`src/include/move_ops_pkg.sv`:
```
package move_ops_pkg;
  localparam int INSTR_W = 14;
  localparam int DATA_W = 8;
  localparam int FADDR_W = 7;
  localparam int PC_W = 13;
  // opcode field of byte-oriented file operations, instr[13:8]
  localparam logic [5:0] OPC_INCR_FIELD = 6'h0A;
  localparam logic [5:0] OPC_IOR_FIELD = 6'h04;
  localparam logic [5:0] OPC_COPY_FIELD = 6'h08;
  localparam logic [5:0] OPC_MISC_FIELD = 6'h00;
  // literal operations decode on instr[13:10]
  localparam logic [3:0] OPC_LOADLIT_FIELD = 4'hC;
  localparam logic [3:0] OPC_RETLIT_FIELD = 4'hD;
  localparam logic [13:0] OPC_IRQ_RETURN = 14'h0009;
  localparam int DEST_BIT = 7;
  localparam logic DEST_ACCUM = 1'b0;
  localparam logic DEST_FILE = 1'b1;
  localparam logic [DATA_W-1:0] ACCUM_RESET = 8'h00;
  localparam logic [DATA_W-1:0] INCR_STEP = 8'h01;
  localparam logic [PC_W-1:0] PC_RESET = 13'h0000;
  // returns occupy the issue slot for this many cycles in total
  localparam int RETURN_CYCLES = 2;

  typedef enum logic [2:0] {
    OP_NONE,
    OP_INCR,
    OP_IOR,
    OP_COPY,
    OP_STORE,
    OP_IRQ_RET,
    OP_LOAD_LIT,
    OP_RET_LIT
  } op_e;
endpackage : move_ops_pkg

```
`src/hdl/op_decode.sv`:
```
`timescale 1ns/1ps
module op_decode
  import move_ops_pkg::*;
(
  // instruction word
  input wire logic [move_ops_pkg::INSTR_W-1:0] instr,
  // decoded fields
  output op_e op,
  output logic dest,
  output logic [move_ops_pkg::FADDR_W-1:0] fileAddr,
  output logic [move_ops_pkg::DATA_W-1:0] literal
);
  import move_ops_pkg::*;

  function automatic op_e classify(input logic [INSTR_W-1:0] w);
    op_e r;
    r = OP_NONE;
    if (w[13:8] == OPC_INCR_FIELD) begin
      r = OP_INCR;
    end else if (w[13:8] == OPC_IOR_FIELD) begin
      r = OP_IOR;
    end else if (w[13:8] == OPC_COPY_FIELD) begin
      r = OP_COPY;
    end else if (w == OPC_IRQ_RETURN) begin
      r = OP_IRQ_RET;
    end else if (w[13:8] == OPC_MISC_FIELD && w[DEST_BIT]) begin
      r = OP_STORE;
    end else if (w[13:10] == OPC_LOADLIT_FIELD) begin
      r = OP_LOAD_LIT;
    end else if (w[13:10] == OPC_RETLIT_FIELD) begin
      r = OP_RET_LIT;
    end
    return r;
  endfunction : classify

  always_comb begin
    op = classify(instr);
    dest = instr[DEST_BIT];
    fileAddr = instr[FADDR_W-1:0];
    // don't-care bits of literal forms are ignored
    literal = instr[DATA_W-1:0];
  end
endmodule : op_decode

```
`src/hdl/move_or_return_ops.sv`:
```
`timescale 1ns/1ps
module move_or_return_ops
  import move_ops_pkg::*;
(
  // clock and reset
  input wire logic clk,
  input wire logic reset_n,
  // instruction issue
  input wire logic instrValid,
  input wire logic [move_ops_pkg::INSTR_W-1:0] instr,
  output logic instrReady,
  output logic instrUnknown,
  // file register read, combinational on instr address
  output logic [move_ops_pkg::FADDR_W-1:0] fileRdAddr,
  input wire logic [move_ops_pkg::DATA_W-1:0] fileRdData,
  // file register write
  output logic fileWrEn,
  output logic [move_ops_pkg::FADDR_W-1:0] fileWrAddr,
  output logic [move_ops_pkg::DATA_W-1:0] fileWrData,
  // stack and program counter
  input wire logic [move_ops_pkg::PC_W-1:0] stackTop,
  output logic stackPop,
  output logic pcLoad,
  output logic [move_ops_pkg::PC_W-1:0] pcValue,
  // core state
  input wire logic globalIrqEnableClear,
  output logic globalIrqEnable,
  output logic [move_ops_pkg::DATA_W-1:0] accum,
  output logic zeroFlag
);
  import move_ops_pkg::*;

  typedef enum logic {ST_ISSUE, ST_FLUSH} phase_e;

  typedef struct packed {
    phase_e phase;
    logic ready;
    logic unknown;
    logic wrEn;
    logic [FADDR_W-1:0] wrAddr;
    logic [DATA_W-1:0] wrData;
    logic pop;
    logic pcLd;
    logic [PC_W-1:0] pc;
    logic irqEn;
    logic [DATA_W-1:0] acc;
    logic zero;
  } state_s;

  state_s cur;
  state_s next_cur;

  op_e op;
  logic dest;
  logic [FADDR_W-1:0] decAddr;
  logic [DATA_W-1:0] literal;
  logic take;
  logic [DATA_W-1:0] result;

  op_decode u_decode (
    .instr(instr),
    .op(op),
    .dest(dest),
    .fileAddr(decAddr),
    .literal(literal)
  );

  assign take = instrValid && cur.ready;

  always_comb begin
    result = fileRdData;
    case (op)
      OP_INCR: result = fileRdData + INCR_STEP;
      OP_IOR: result = cur.acc | fileRdData;
      OP_COPY: result = fileRdData;
      default: result = fileRdData;
    endcase
  end

  always_comb begin
    next_cur = cur;
    next_cur.wrEn = 1'b0;
    next_cur.pop = 1'b0;
    next_cur.pcLd = 1'b0;
    next_cur.unknown = 1'b0;
    // interrupt logic outside may clear; the set below wins
    if (globalIrqEnableClear) begin
      next_cur.irqEn = 1'b0;
    end
    case (cur.phase)
      ST_ISSUE: begin
        if (take) begin
          case (op)
            OP_INCR, OP_IOR, OP_COPY: begin
              next_cur.zero = (result == '0);
              if (dest == DEST_FILE) begin
                // copy-back rewrites the same value; harmless, keeps one path
                next_cur.wrEn = 1'b1;
                next_cur.wrAddr = decAddr;
                next_cur.wrData = result;
              end else begin
                next_cur.acc = result;
              end
            end
            OP_STORE: begin
              next_cur.wrEn = 1'b1;
              next_cur.wrAddr = decAddr;
              next_cur.wrData = cur.acc;
            end
            OP_LOAD_LIT: begin
              next_cur.acc = literal;
            end
            OP_RET_LIT, OP_IRQ_RET: begin
              if (op == OP_RET_LIT) begin
                next_cur.acc = literal;
              end else begin
                next_cur.irqEn = 1'b1;
              end
              next_cur.pop = 1'b1;
              next_cur.pcLd = 1'b1;
              next_cur.pc = stackTop;
              next_cur.ready = 1'b0;
              next_cur.phase = ST_FLUSH;
            end
            default: begin
              next_cur.unknown = 1'b1;
            end
          endcase
        end
      end
      ST_FLUSH: begin
        // second cycle of a return: fetch restarts at the new PC
        next_cur.ready = 1'b1;
        next_cur.phase = ST_ISSUE;
      end
      default: begin
        next_cur.phase = ST_ISSUE;
        next_cur.ready = 1'b1;
      end
    endcase
  end

  always_ff @(posedge clk or negedge reset_n) begin
    if (!reset_n) begin
      cur.phase <= ST_ISSUE;
      cur.ready <= 1'b1;
      cur.unknown <= 1'b0;
      cur.wrEn <= 1'b0;
      cur.wrAddr <= '0;
      cur.wrData <= '0;
      cur.pop <= 1'b0;
      cur.pcLd <= 1'b0;
      cur.pc <= PC_RESET;
      cur.irqEn <= 1'b0;
      cur.acc <= ACCUM_RESET;
      cur.zero <= 1'b0;
    end else begin
      cur <= next_cur;
    end
  end

  // the read port is combinational on the instruction, not the registered copy
  always_comb begin
    fileRdAddr = decAddr;
  end

  assign instrReady = cur.ready;
  assign instrUnknown = cur.unknown;
  assign fileWrEn = cur.wrEn;
  assign fileWrAddr = cur.wrAddr;
  assign fileWrData = cur.wrData;
  assign stackPop = cur.pop;
  assign pcLoad = cur.pcLd;
  assign pcValue = cur.pc;
  assign globalIrqEnable = cur.irqEn;
  assign accum = cur.acc;
  assign zeroFlag = cur.zero;

  a_incr_write: assert property (@(posedge clk) disable iff (!reset_n)
    take && op == OP_INCR && dest |=> fileWrEn
      && fileWrData == DATA_W'($past(fileRdData) + INCR_STEP)
      && zeroFlag == (fileWrData == '0))
    else $error("increment result or zero flag wrong");

  a_dest_accum: assert property (@(posedge clk) disable iff (!reset_n)
    take && !dest && (op == OP_INCR || op == OP_IOR || op == OP_COPY)
      |=> !fileWrEn && accum == $past(result))
    else $error("destination zero did not go to accumulator");

  a_or_result: assert property (@(posedge clk) disable iff (!reset_n)
    take && op == OP_IOR && !dest
      |=> accum == ($past(accum) | $past(fileRdData)) && zeroFlag == (accum == '0))
    else $error("or result wrong");

  a_copy_test: assert property (@(posedge clk) disable iff (!reset_n)
    take && op == OP_COPY && dest |=> fileWrData == $past(fileRdData)
      && $stable(accum) && zeroFlag == ($past(fileRdData) == '0))
    else $error("copy back altered value or zero flag");

  a_irq_return: assert property (@(posedge clk) disable iff (!reset_n)
    take && op == OP_IRQ_RET |=> pcLoad && stackPop && globalIrqEnable
      && pcValue == $past(stackTop) && $stable(zeroFlag) && $stable(accum))
    else $error("interrupt return wrong");

  a_load_literal: assert property (@(posedge clk) disable iff (!reset_n)
    take && op == OP_LOAD_LIT |=> accum == $past(literal) && $stable(zeroFlag)
      && instrReady && !pcLoad)
    else $error("literal load wrong");

  a_literal_return: assert property (@(posedge clk) disable iff (!reset_n)
    take && op == OP_RET_LIT |=> accum == $past(literal) && pcLoad
      && $stable(zeroFlag) && !instrReady ##1 instrReady && !pcLoad)
    else $error("literal return not two cycles");

  a_store_accum: assert property (@(posedge clk) disable iff (!reset_n)
    take && op == OP_STORE |=> fileWrEn && fileWrData == $past(accum)
      && fileWrAddr == $past(instr[FADDR_W-1:0]) && $stable(zeroFlag))
    else $error("store accumulator wrong");

  a_pop_pairs_load: assert property (@(posedge clk) disable iff (!reset_n)
    stackPop |-> pcLoad ##1 !stackPop)
    else $error("pop without pc load");
endmodule : move_or_return_ops

```
`config.mk`:
```
export PLATFORM = sky130hd
export DESIGN_NAME = move_or_return_ops
export DESIGN_NICKNAME = d
export VERILOG_FILES = /design/src/include/move_ops_pkg.sv /design/src/hdl/op_decode.sv /design/src/hdl/move_or_return_ops.sv
export SDC_FILE = /design/constraint.sdc
export NUM_CORES = 1
export LEC_CHECK = 0
export ABC_AREA = 1
export BUFFER_PORTS_ARGS = -buffer_cell sky130_fd_sc_hd__buf_2
export CORE_UTILIZATION = 53
export CTS_CLUSTER_DIAMETER = 50
export DETAILED_ROUTE_END_ITERATION = 12
export PLACE_DENSITY_LB_ADDON = 0.08
export SLEW_MARGIN = 20
export SYNTH_ARGS = -nofsm -noshare
export SYNTH_HDL_FRONTEND = slang
export SYNTH_HIERARCHICAL = 1
export SYNTH_SLANG_ARGS = --single-unit
```
`constraint.sdc`:
```
create_clock -name clk -period 2.9 [get_ports clk]
set_input_delay 0.58 -clock clk [delete_from_list [all_inputs] [get_ports clk]]
set_output_delay 0.58 -clock clk [all_outputs]
set_load 0.1 [all_outputs]
```
* Word level (Yosys, flattened, before mapping) *
Cells that the tools add are included.
W data, S select, Z words.

word-level totals
  bits in registers = 44
  input port bits = 39
  output and inout bits = 50
  logic and storage cells = 69

cells by class
  add/sub/neg operators = 1
  equal/unequal tests = 18
  multiplexer cells = 22
  bitwise logic cells = 2
  reduce and logical (&&, ||, !) cells = 14

operators by type and width
  operator               count
  $mux W44               1
  $mux W42               1
  $mux W16               2
  $pmux W16 S2           1
  $pmux W8 S3            1
  $mux W3                7
  $mux W8                2
  $pmux W8 S2            1
  $eq A14 B4 Y1 const B  1
  $eq A3 B3 Y1 const B   4
  $eq A6 B4 Y1 const B   2
  $add A8 B1 Y8 const B  1
  $eq A4 B4 Y1 const B   2
  $logic_not A8 Y1       1
  $ne A2 B2 Y1 const B   4
  $or A8 B8 Y8           1
  $reduce_or A7 Y1       1
  $eq A3 B2 Y1 const B   2
  $eq A6 B3 Y1 const B   1
  $logic_not A6 Y1       1
  $reduce_and A3 Y1      2
  $reduce_and A5 Y1      1
  $mux W1                4
  $pmux W2 S2            1
  other kinds (11)       12

* Longest topological paths before layout *
Gate-level depths: netlist (run 1).

  depth after elaboration = 14
  depth in mapped cells = 16
  mapped depth without buffers = 16

* Modules after synthesis *
Netlist (run 1), hierarchy kept.

by module, submodules not included
  module              instances  cells each  area each (sq um)  sequential area each (sq um)
  move_or_return_ops  1          286         2144.6             1052.3
  op_decode           1          43          236.5              0.0

* Worst setup path after synthesis (run 1) *
OpenSTA, ideal clock, no wires.

  kind = input to register
  start = input instr[12] (netlist bit)
  end = register cur, in the netlist fileWrAddr[0]
  setup time = 0.120 ns
  data arrival time = 1.999 ns
  required time = 2.780 ns
  slack = 0.781 ns
  cell stages on the path = 14
  buffers on the path = 1
  cell sequence = nor2_1 > nand2_1 > inv_1 > nand2_1 > nand4_1 > nor2_4 > inv_2 > nor2_4 > inv_2 > nand2_1 > nand2_2 > buf_2 > nand2_1 > nand2_1

on the way
  cells in the longest elaborated chain, start to end = 12

RTL lines
  item                                                                 RTL line                   text
  start: declaration                                                   move_or_return_ops.sv:10   input wire logic [move_ops_pkg::INSTR_W-1:0] instr,
  $eq A4 B4 Y1                                                         op_decode.sv:30            end else if (w[13:10] == OPC_RETLIT_FIELD) begin
  $mux W3                                                              op_decode.sv:30
  $mux W3                                                              op_decode.sv:28            end else if (w[13:10] == OPC_LOADLIT_FIELD) begin
  $mux W3                                                              op_decode.sv:26            end else if (w[13:8] == OPC_MISC_FIELD && w[DEST_BIT]) begin
  $mux W3                                                              op_decode.sv:24            end else if (w == OPC_IRQ_RETURN) begin
  $mux W3                                                              op_decode.sv:22            end else if (w[13:8] == OPC_COPY_FIELD) begin
  $mux W3                                                              op_decode.sv:20            end else if (w[13:8] == OPC_IOR_FIELD) begin
  $mux W3 (*)                                                          op_decode.sv:18            if (w[13:8] == OPC_INCR_FIELD) begin
  named net op[0]                                                      move_or_return_ops.sv:53   op_e op;
  $eq A3 B1 Y1 or $eq A3 B2 Y1 (tied branches)                         move_or_return_ops.sv:93   case (op)
  $reduce_or A3 Y1                                                     move_or_return_ops.sv:93
  $ne A2 B2 Y1 (no source line) or $reduce_bool A2 Y1 (tied branches)  --
  $reduce_and A4 Y1 (no source line)                                   --
  end signal: assignment                                               move_or_return_ops.sv:158  cur <= next_cur;
  end: declaration                                                     move_or_return_ops.sv:50   state_s cur;

The timed path passes the listed nets; every way through them passes the cells marked *.
A chain may end at the register's enable or synchronous reset.

* Worst setup path in the final report (run 1) *
  start = input instr[3] (netlist bit)
  end = register cur, in the netlist fileWrAddr[4]

on the way
  cells in the longest elaborated chain, start to end = 9

RTL lines
  item                                                                 RTL line
  $eq A14 B4 Y1 (*)                                                    op_decode.sv:24
  $mux W3 (*)                                                          op_decode.sv:24
  $mux W3 (*)                                                          op_decode.sv:22
  $mux W3 (*)                                                          op_decode.sv:20
  $mux W3 (*)                                                          op_decode.sv:18
  named net op[0]                                                      move_or_return_ops.sv:53
  $eq A3 B1 Y1 or $eq A3 B2 Y1 (tied branches)                         move_or_return_ops.sv:93
  $reduce_or A3 Y1                                                     move_or_return_ops.sv:93
  $ne A2 B2 Y1 (no source line) or $reduce_bool A2 Y1 (tied branches)  --
  $reduce_and A4 Y1 (no source line)                                   --

Marked as above.

==> results of run 1 <==
## cells in the mapped netlist
library cell and n:
sky130_fd_sc_hd__o21ai_1 4, sky130_fd_sc_hd__dfrtp_1 41, sky130_fd_sc_hd__o21ai_0 8, sky130_fd_sc_hd__inv_1 24
sky130_fd_sc_hd__or2_0 1, sky130_fd_sc_hd__buf_6 1, sky130_fd_sc_hd__a22oi_1 2, sky130_fd_sc_hd__ha_1 1
sky130_fd_sc_hd__nand4_1 4, sky130_fd_sc_hd__nor3_1 2, sky130_fd_sc_hd__inv_2 7, sky130_fd_sc_hd__a21oi_1 11
sky130_fd_sc_hd__o21a_1 1, sky130_fd_sc_hd__dfstp_2 1, sky130_fd_sc_hd__o22ai_1 6, sky130_fd_sc_hd__buf_2 4
sky130_fd_sc_hd__nand3_2 2, sky130_fd_sc_hd__nor2_1 27, sky130_fd_sc_hd__nand2_1 134, sky130_fd_sc_hd__nand3_1 17
sky130_fd_sc_hd__o21bai_1 1, sky130_fd_sc_hd__nor2_4 3, sky130_fd_sc_hd__or2_2 2, sky130_fd_sc_hd__nand2_2 2
sky130_fd_sc_hd__buf_4 18, sky130_fd_sc_hd__nor3_4 1, sky130_fd_sc_hd__nor2_2 4
## metrics by stage
| step | total power [mW] | std cells | utilization (%) | hold slack, ns | instance area, µm² |
|---|---|---|---|---|---|
| after floorplan | 1.770 | 329 | - | 0.2844 | 2381 |
| after global placement | 1.965 | 449 | 63.43 | 0.4503 | 2743 |
| after detailed placement | 1.972 | 449 | 63.43 | 0.4537 | 2743 |
| after CTS | 2.426 | 457 | 65.97 | 0.4423 | 2853 |
| after global routing | 2.518 | 457 | 65.97 | 0.4688 | 2853 |
| final | 2.417 | 457 | 65.97 | 0.4190 | 2853 |
## kinds of logic after synthesis
family,synth area share (%)
buffers and inverters,11.88
adder cells (fa/ha/maj),0.5254
flip-flops,44.19
AND/OR/NAND/NOR,35.73
AO/OA/AOI/OAI,7.672
## per-layer routing
metal  share of wire, %  vias up
li1                   -     1163
met4               0.48        0
met3                5.2        4
met1                 45     1041
met5                  0        -
met2                 50       84
## worst min path at each step
| stage | startpoint | to | slack (ns) | depth (start not counted) |
|---|---|---|---|---|
| floorplan | reset_n | accum[0] | 0.28 | 0 |
| finish | reset_n | accum[4] | 0.42 | 1 |
| CTS | reset_n | accum[4] | 0.44 | 1 |
| global placement | pcValue[8] | pcValue[8] | 0.45 | 2 |
| global route | stackTop[3] | pcValue[3] | 0.47 | 3 |
| detailed placement | pcValue[8] | pcValue[8] | 0.45 | 2 |
## cells in the final DEF (no fill, tap or decap), drive strengths merged
cell type  Yosys  final
a21oi         11     11
a22oi          2      2
buf           23     91
bufinv         0      1
clkbuf         0      6
clkinvlp       0      1
dfrtp         41     41
dfstp          1      1
ha             1      1
inv           31     31
nand2        136    136
nand3         19     19
nand4          4      4
nor2          34     34
nor3           3      3
o21a           1      1
o21ai         12     12
o21bai         1      1
o22ai          6      6
or2            3      3
## layout make-up
type | instances | area (µm²)
fill | 409 | 1471
sequential | 42 | 1052
multi-input combinational | 233 | 1046
timing repair buffer | 91 | 462.9
inverter | 31 | 116.4
clock buffer | 6 | 72.57
tap | 52 | 65.06
clock inverter | 2 | 37.54
## report_power, final
part	switching [mW]	total, mW	internal (mW)	leakage (nW)
Combinational	1.02	1.19	0.175	1.09
Sequential	0.0745	0.765	0.691	0.542
Clock	0.200	0.457	0.257	0.0514
Total	1.29	2.42	1.12	1.68
## sequential cells by signal, indices dropped and copies added, names as in the netlist
register	cells
instrReady	1
pcValue	13
zeroFlag	1
fileWrAddr	7
accum	8
instrUnknown	1
fileWrEn	1
globalIrqEnable	1
fileWrData	8
pcLoad	1
==> run metrics, run 1 <==
cell types with the largest area share after synthesis sky130_fd_sc_hd__dfrtp_1, sky130_fd_sc_hd__nand2_1, sky130_fd_sc_hd__buf_4; global-route usage over all layers 24.15%; syn_area_per_cell between 7 and 8 µm²; y dimension of the die a little under 70 µm; final clock skew around 0.0056 ns; number of buffers and inverters on the critical path 5; launch point of the worst reg-to-reg path instrReady; post-synthesis register bit count between 40 and 50; transition time at the pin with the least slew margin about 0.92 ns; clock insertion delay at the later pin of the skew report about 0.29 ns; cell taking the most area after synthesis sky130_fd_sc_hd__dfrtp_1; number of warnings printed during yosys synthesis 6; final slew viol count 0; flop-to-flop setup slack about 1.3 ns; Final #Nets 444; Max-Cap Viols 0; number of iterations in the first detailed-routing pass 4; final wirelength roughly 5500 µm; power per unit of standard cell area between 800 and 900 nW/µm²; average wire per standard cell approximately 12 µm; number of vias in the routed layout between 2k and 2.5k; antenna violations before repair 0; category of cells accounting for the largest share of critical-path delay simple AND/OR/NAND/NOR gates; length in cells of the worst reg-to-reg path 6; weighted congestion at the end of routability-driven global placement around 0.96; pin count of the biggest net entering global routing between 40 and 50; number of unique standard cell types used by synthesis 27; total congestion overflow 0; I/O pin count 89; Critical Path Start instr[3]; share of layout cells above drive strength 1 a little under 30%; clock root buffer sky130_fd_sc_hd__clkbuf_8; via density per instance 5.015; floorplan core area around 4300 µm²; result of the run completed; number of cell rows 24; number of input and output port buffers inserted 88; number of buffers between clock root and the deepest sink 2; net count of the mapped netlist between 300 and 400; effective utilization at floorplan between 50% and 60%; Tcrit/Tclk final between 80% and 90%; setup TNS after final layout 0 ns; highest-utilization routing layer at the global route stage met2; Horiz. Die Dim slightly below 70 µm; netlist area before placement approximately 2400 µm²; type of the worst setup path input port to register; area growth from synthesis to layout 19.81%; GR Util met1 between 30% and 40%; Hold Crit Class input port to asynchronous set/reset pin; CTS buffer count 5; cell repeated most along the worst path sky130_fd_sc_hd__nand2_1; capture point of the worst path fileWrAddr[4]; unrepaired setup endpoints after global routing no; Initial DRC Count around 190; first-pass GRT wire length ~9400 µm; area share of the largest cell type after synthesis 43.09%; Seq/Total Area, Yosys between 40% and 50%; ANT nets after route 0; peak clock frequency supported by timing around 430 MHz; post-synthesis instance total about 330; htree depth 2; post-detailed-placement half-perimeter wirelength about 4200 µm; max-slew headroom at the worst pin 38.75%; post-place setup slack approximately 0.27 ns; Max Fanout on Critical Path 18; depth of the critical timing path with buffers and inverters included 16; Max rail drop VDD approximately 0.4 mV; # setup viols final 0; DRC Markers 0; post-layout worst setup margin ~0.55 ns; ordered cell list for the critical path buf_2 > nand2_1 > inv_1 > nand2_1 > nor2_1 > nand2_1 > nand4_1 > nor2_4 > inv_2 > nor2_4 > inv_2 > nand2_1 > nand2_2 > inv_2 > nand2_1 > nand2_1; Final Critical Period roughly 2.3 ns; endpoint of the most critical register-to-register path fileWrAddr[4]; count of final hold-check violations 0; worst path arrival time between 2 and 3 ns; clock tree from TritonCTS done; clock tree sinks 42; kind of start point of the critical path input port; leakage dissipation 1.683 nW; met3 track demand over resource in global routing under 10%; element type at the critical path end register; clock slew seen by the registers of the worst setup and hold paths about 0.080 ns; Critical Path Max Stage Delay around 0.29 ns; cell with the largest stage delay on the worst path sky130_fd_sc_hd__nand4_1; # hold bufs at CTS 0; data required time at the worst endpoint approximately 3.1 ns; buffer count from post-CTS setup fixing 0; number of diodes 0; Total Die Area 4764 µm²; GR met2 Demand/Resource 41.21%; vias in the first global route approximately 2.1k; Post-CTS Resized 0
Power figures use the tool's default switching activity.
==> inputs of run 2 (changes only) <==
CORE_UTILIZATION = 49   (was 53)
clock period = 2.19 ns   (was 2.9 ns; I/O delays follow)
==> run metrics, run 2 (synthesis results as in run 1) <==
# setup viols final 0 (unchanged); number of diodes 0 (unchanged); data required time at the worst endpoint 2.42 ns (-0.71 ns); pin count of the biggest net entering global routing 25 (-42%); clock tree sinks 42 (unchanged); number of input and output port buffers inserted 88 (unchanged); most common cell after layout, fill and taps aside sky130_fd_sc_hd__nand2_1; Tcrit/Tclk final slightly above 90%; Final #Nets 465 (+4.7%); total congestion overflow 0 (unchanged); area of combinational cells with multiple inputs 1059 µm² (+1.2%); final wirelength 5914 µm (+8.1%); max-slew headroom at the worst pin 63.00% (+24 points); Max Fanout on Critical Path 17 (-1); cell with the largest stage delay on the worst path sky130_fd_sc_hd__nand4_1; y dimension of the die 71.71 µm (+3.9%); Max-Cap Viols 0 (unchanged); power per unit of standard cell area 1082 nW/µm² (+28%); antenna violations before repair 0 (unchanged); Initial DRC Count 114 (-38%); transition time at the pin with the least slew margin 0.5550 ns (-0.3637 ns); post-detailed-placement half-perimeter wirelength 4634 µm (+11%); global-route usage over all layers 25.67% (+1.5 points); unrepaired setup endpoints after global routing no; CTS buffer count 5 (unchanged); Critical Path Max Stage Delay 0.27 ns (-0.02 ns); I/O pin count 89 (unchanged); worst path arrival time 2.23 ns (-0.35 ns); clock root buffer sky130_fd_sc_hd__clkbuf_8; category of cells accounting for the largest share of critical-path delay simple AND/OR/NAND/NOR gates; number of buffers and inverters on the critical path 6 (+1); final slew viol count 0 (unchanged); ordered cell list for the critical path buf_2 > nand2_1 > inv_1 > nand2_1 > nor2_1 > nand2_1 > nand4_1 > buf_4 > nor2_4 > inv_2 > nor2_4 > inv_2 > nand2_1 > nand2_2 > buf_4 > o21ai_0; first-pass GRT wire length 10210 µm (+9.1%); ANT nets after route 0 (unchanged); share of layout cells above drive strength 1 33.33% (+3.7 points); cell repeated most along the worst path sky130_fd_sc_hd__nand2_1; Max rail drop VDD 0.7562 mV (+89%); Horiz. Die Dim 71.71 µm (+3.9%); count of final hold-check violations 0 (unchanged); area growth from synthesis to layout 27.27%; clock tree from TritonCTS done; clock insertion delay at the later pin of the skew report 0.31 ns (+0.02 ns); leakage dissipation 1.791 nW (+6.4%); number of buffers between clock root and the deepest sink 2 (unchanged); final clock skew 0.006793 ns (+0.001170 ns); floorplan core area 4504 µm² (+4.2%); number of cell rows 24 (unchanged); clock slew seen by the registers of the worst setup and hold paths 0.09 ns (about the same); top library cells by usage in the layout, fill and taps aside sky130_fd_sc_hd__nand2_1, sky130_fd_sc_hd__buf_2, sky130_fd_sc_hd__dfrtp_1; result of the run completed; number of iterations in the first detailed-routing pass 4 (unchanged); weighted congestion at the end of routability-driven global placement 0.8803 (-8.1%); Largest register FFs 13 (unchanged); effective utilization at floorplan 52.86% (-2.2 points); setup TNS after final layout 0 ns (unchanged); vias in the first global route 2205 (+3.0%); kind of start point of the critical path input port; DRC Markers 0 (unchanged); Power, Total 3.279 mW (+36%); sequential cell area in the final layout 1052 µm² (unchanged); Final Critical Period approximately 2 ns; average wire per standard cell 12.37 µm (+3.3%); Hold Crit Class input port to asynchronous set/reset pin; type of the worst setup path input port to register; buffer count from post-CTS setup fixing 0 (unchanged); htree depth 2 (unchanged); peak clock frequency supported by timing 500.3 MHz; via density per instance 4.893 (-2.4%); Total Die Area 5142 µm² (+7.9%); number of vias in the routed layout 2339 (+2.1%); element type at the critical path end register; filler cell count in the final layout 421 (+2.9%)
[run 2: cell types whose count changed in the layout (fill, tap and decap cells not counted)]
| cell | before | now |
|---|---|---|
| sky130_fd_sc_hd__buf_4 | 3 | 24 |
| sky130_fd_sc_hd__clkbuf_1 | 1 | 0 |
| sky130_fd_sc_hd__inv_8 | 0 | 1 |
| sky130_fd_sc_hd__nand3_2 | 2 | 1 |
| sky130_fd_sc_hd__nand3_4 | 0 | 1 |
| sky130_fd_sc_hd__nor2_2 | 4 | 3 |
| sky130_fd_sc_hd__nor2_4 | 3 | 4 |
[run 2: final timing paths]
| path | start | endpoint | slack [ns] | depth (start not counted) |
|---|---|---|---|---|
| max in group asynchronous | reset_n | instrReady | 1.46 | 2 |
| min in group clk | globalIrqEnableClear | globalIrqEnable | 0.32 | 2 |
| hold / removal | reset_n | accum[2] | 0.11 | 1 |
| setup / recovery | instr[3] | fileWrData[0] | 0.19 | 16 |
| hold reg to reg | pcValue[11] | pcValue[11] | 0.47 | 2 |
| setup reg to reg | instrReady | accum[3] | 0.68 | 6 |
[run 2: layout make-up]
type / count / share of cell area, %
clock buffers: 5 / 2.271
well taps: 52 / 2.147
repair buffers: 112 / 20.48
clock inverters: 3 / 1.610
inverters: 31 / 3.840
multi-input cells: 233 / 34.93
flip-flops and latches: 42 / 34.72
[run 2: per-layer routing]
metal | GRT usage [%] | routed length (µm) | up-vias
li1 | - | - | 1202
met1 | 33.55 | 2689 | 1065
met2 | 43.61 | 2903 | 70
met3 | 5.345 | 294 | 2
met4 | 6.536 | 26 | 0
met5 | 0 | 0 | -
[run 2: worst register-to-register path: cells and delay by family (launching register included)]
kind	cells	cell delay (ns)
buf+inv	1	0.18
compound gates	2	0.29
simple gates	3	0.42
flops	1	0.55
[run 2: what timing repair did]
item	4_1_cts	5_1_grt
resized for setup	0	2
endpoints found under the hold margin	0	0
hold buffers	0	0
setup endpoints to repair	0	1
[run 2: through the flow]
step           cells  setup slack, ns  hold WS (ns)  instance area [µm²]  utilization [%]
4_1_cts          478           0.1929        0.1239                 3018            67.00
2_1_floorplan    329           0.2132        0.1424                 2381                -
5_1_grt          478          0.01272        0.1527                 3030            67.28
3_5_place_dp     470          -0.1254        0.4539                 2900            64.39
6_report         478           0.1910        0.1099                 3030            67.28
3_3_place_gp     470         -0.08954        0.4466                 2900            64.39
[run 2: power breakdown]
part	total, mW	switching, mW	internal (mW)
registers	1.02	0.101	0.915
logic	1.61	1.36	0.257
clock network	0.649	0.302	0.347
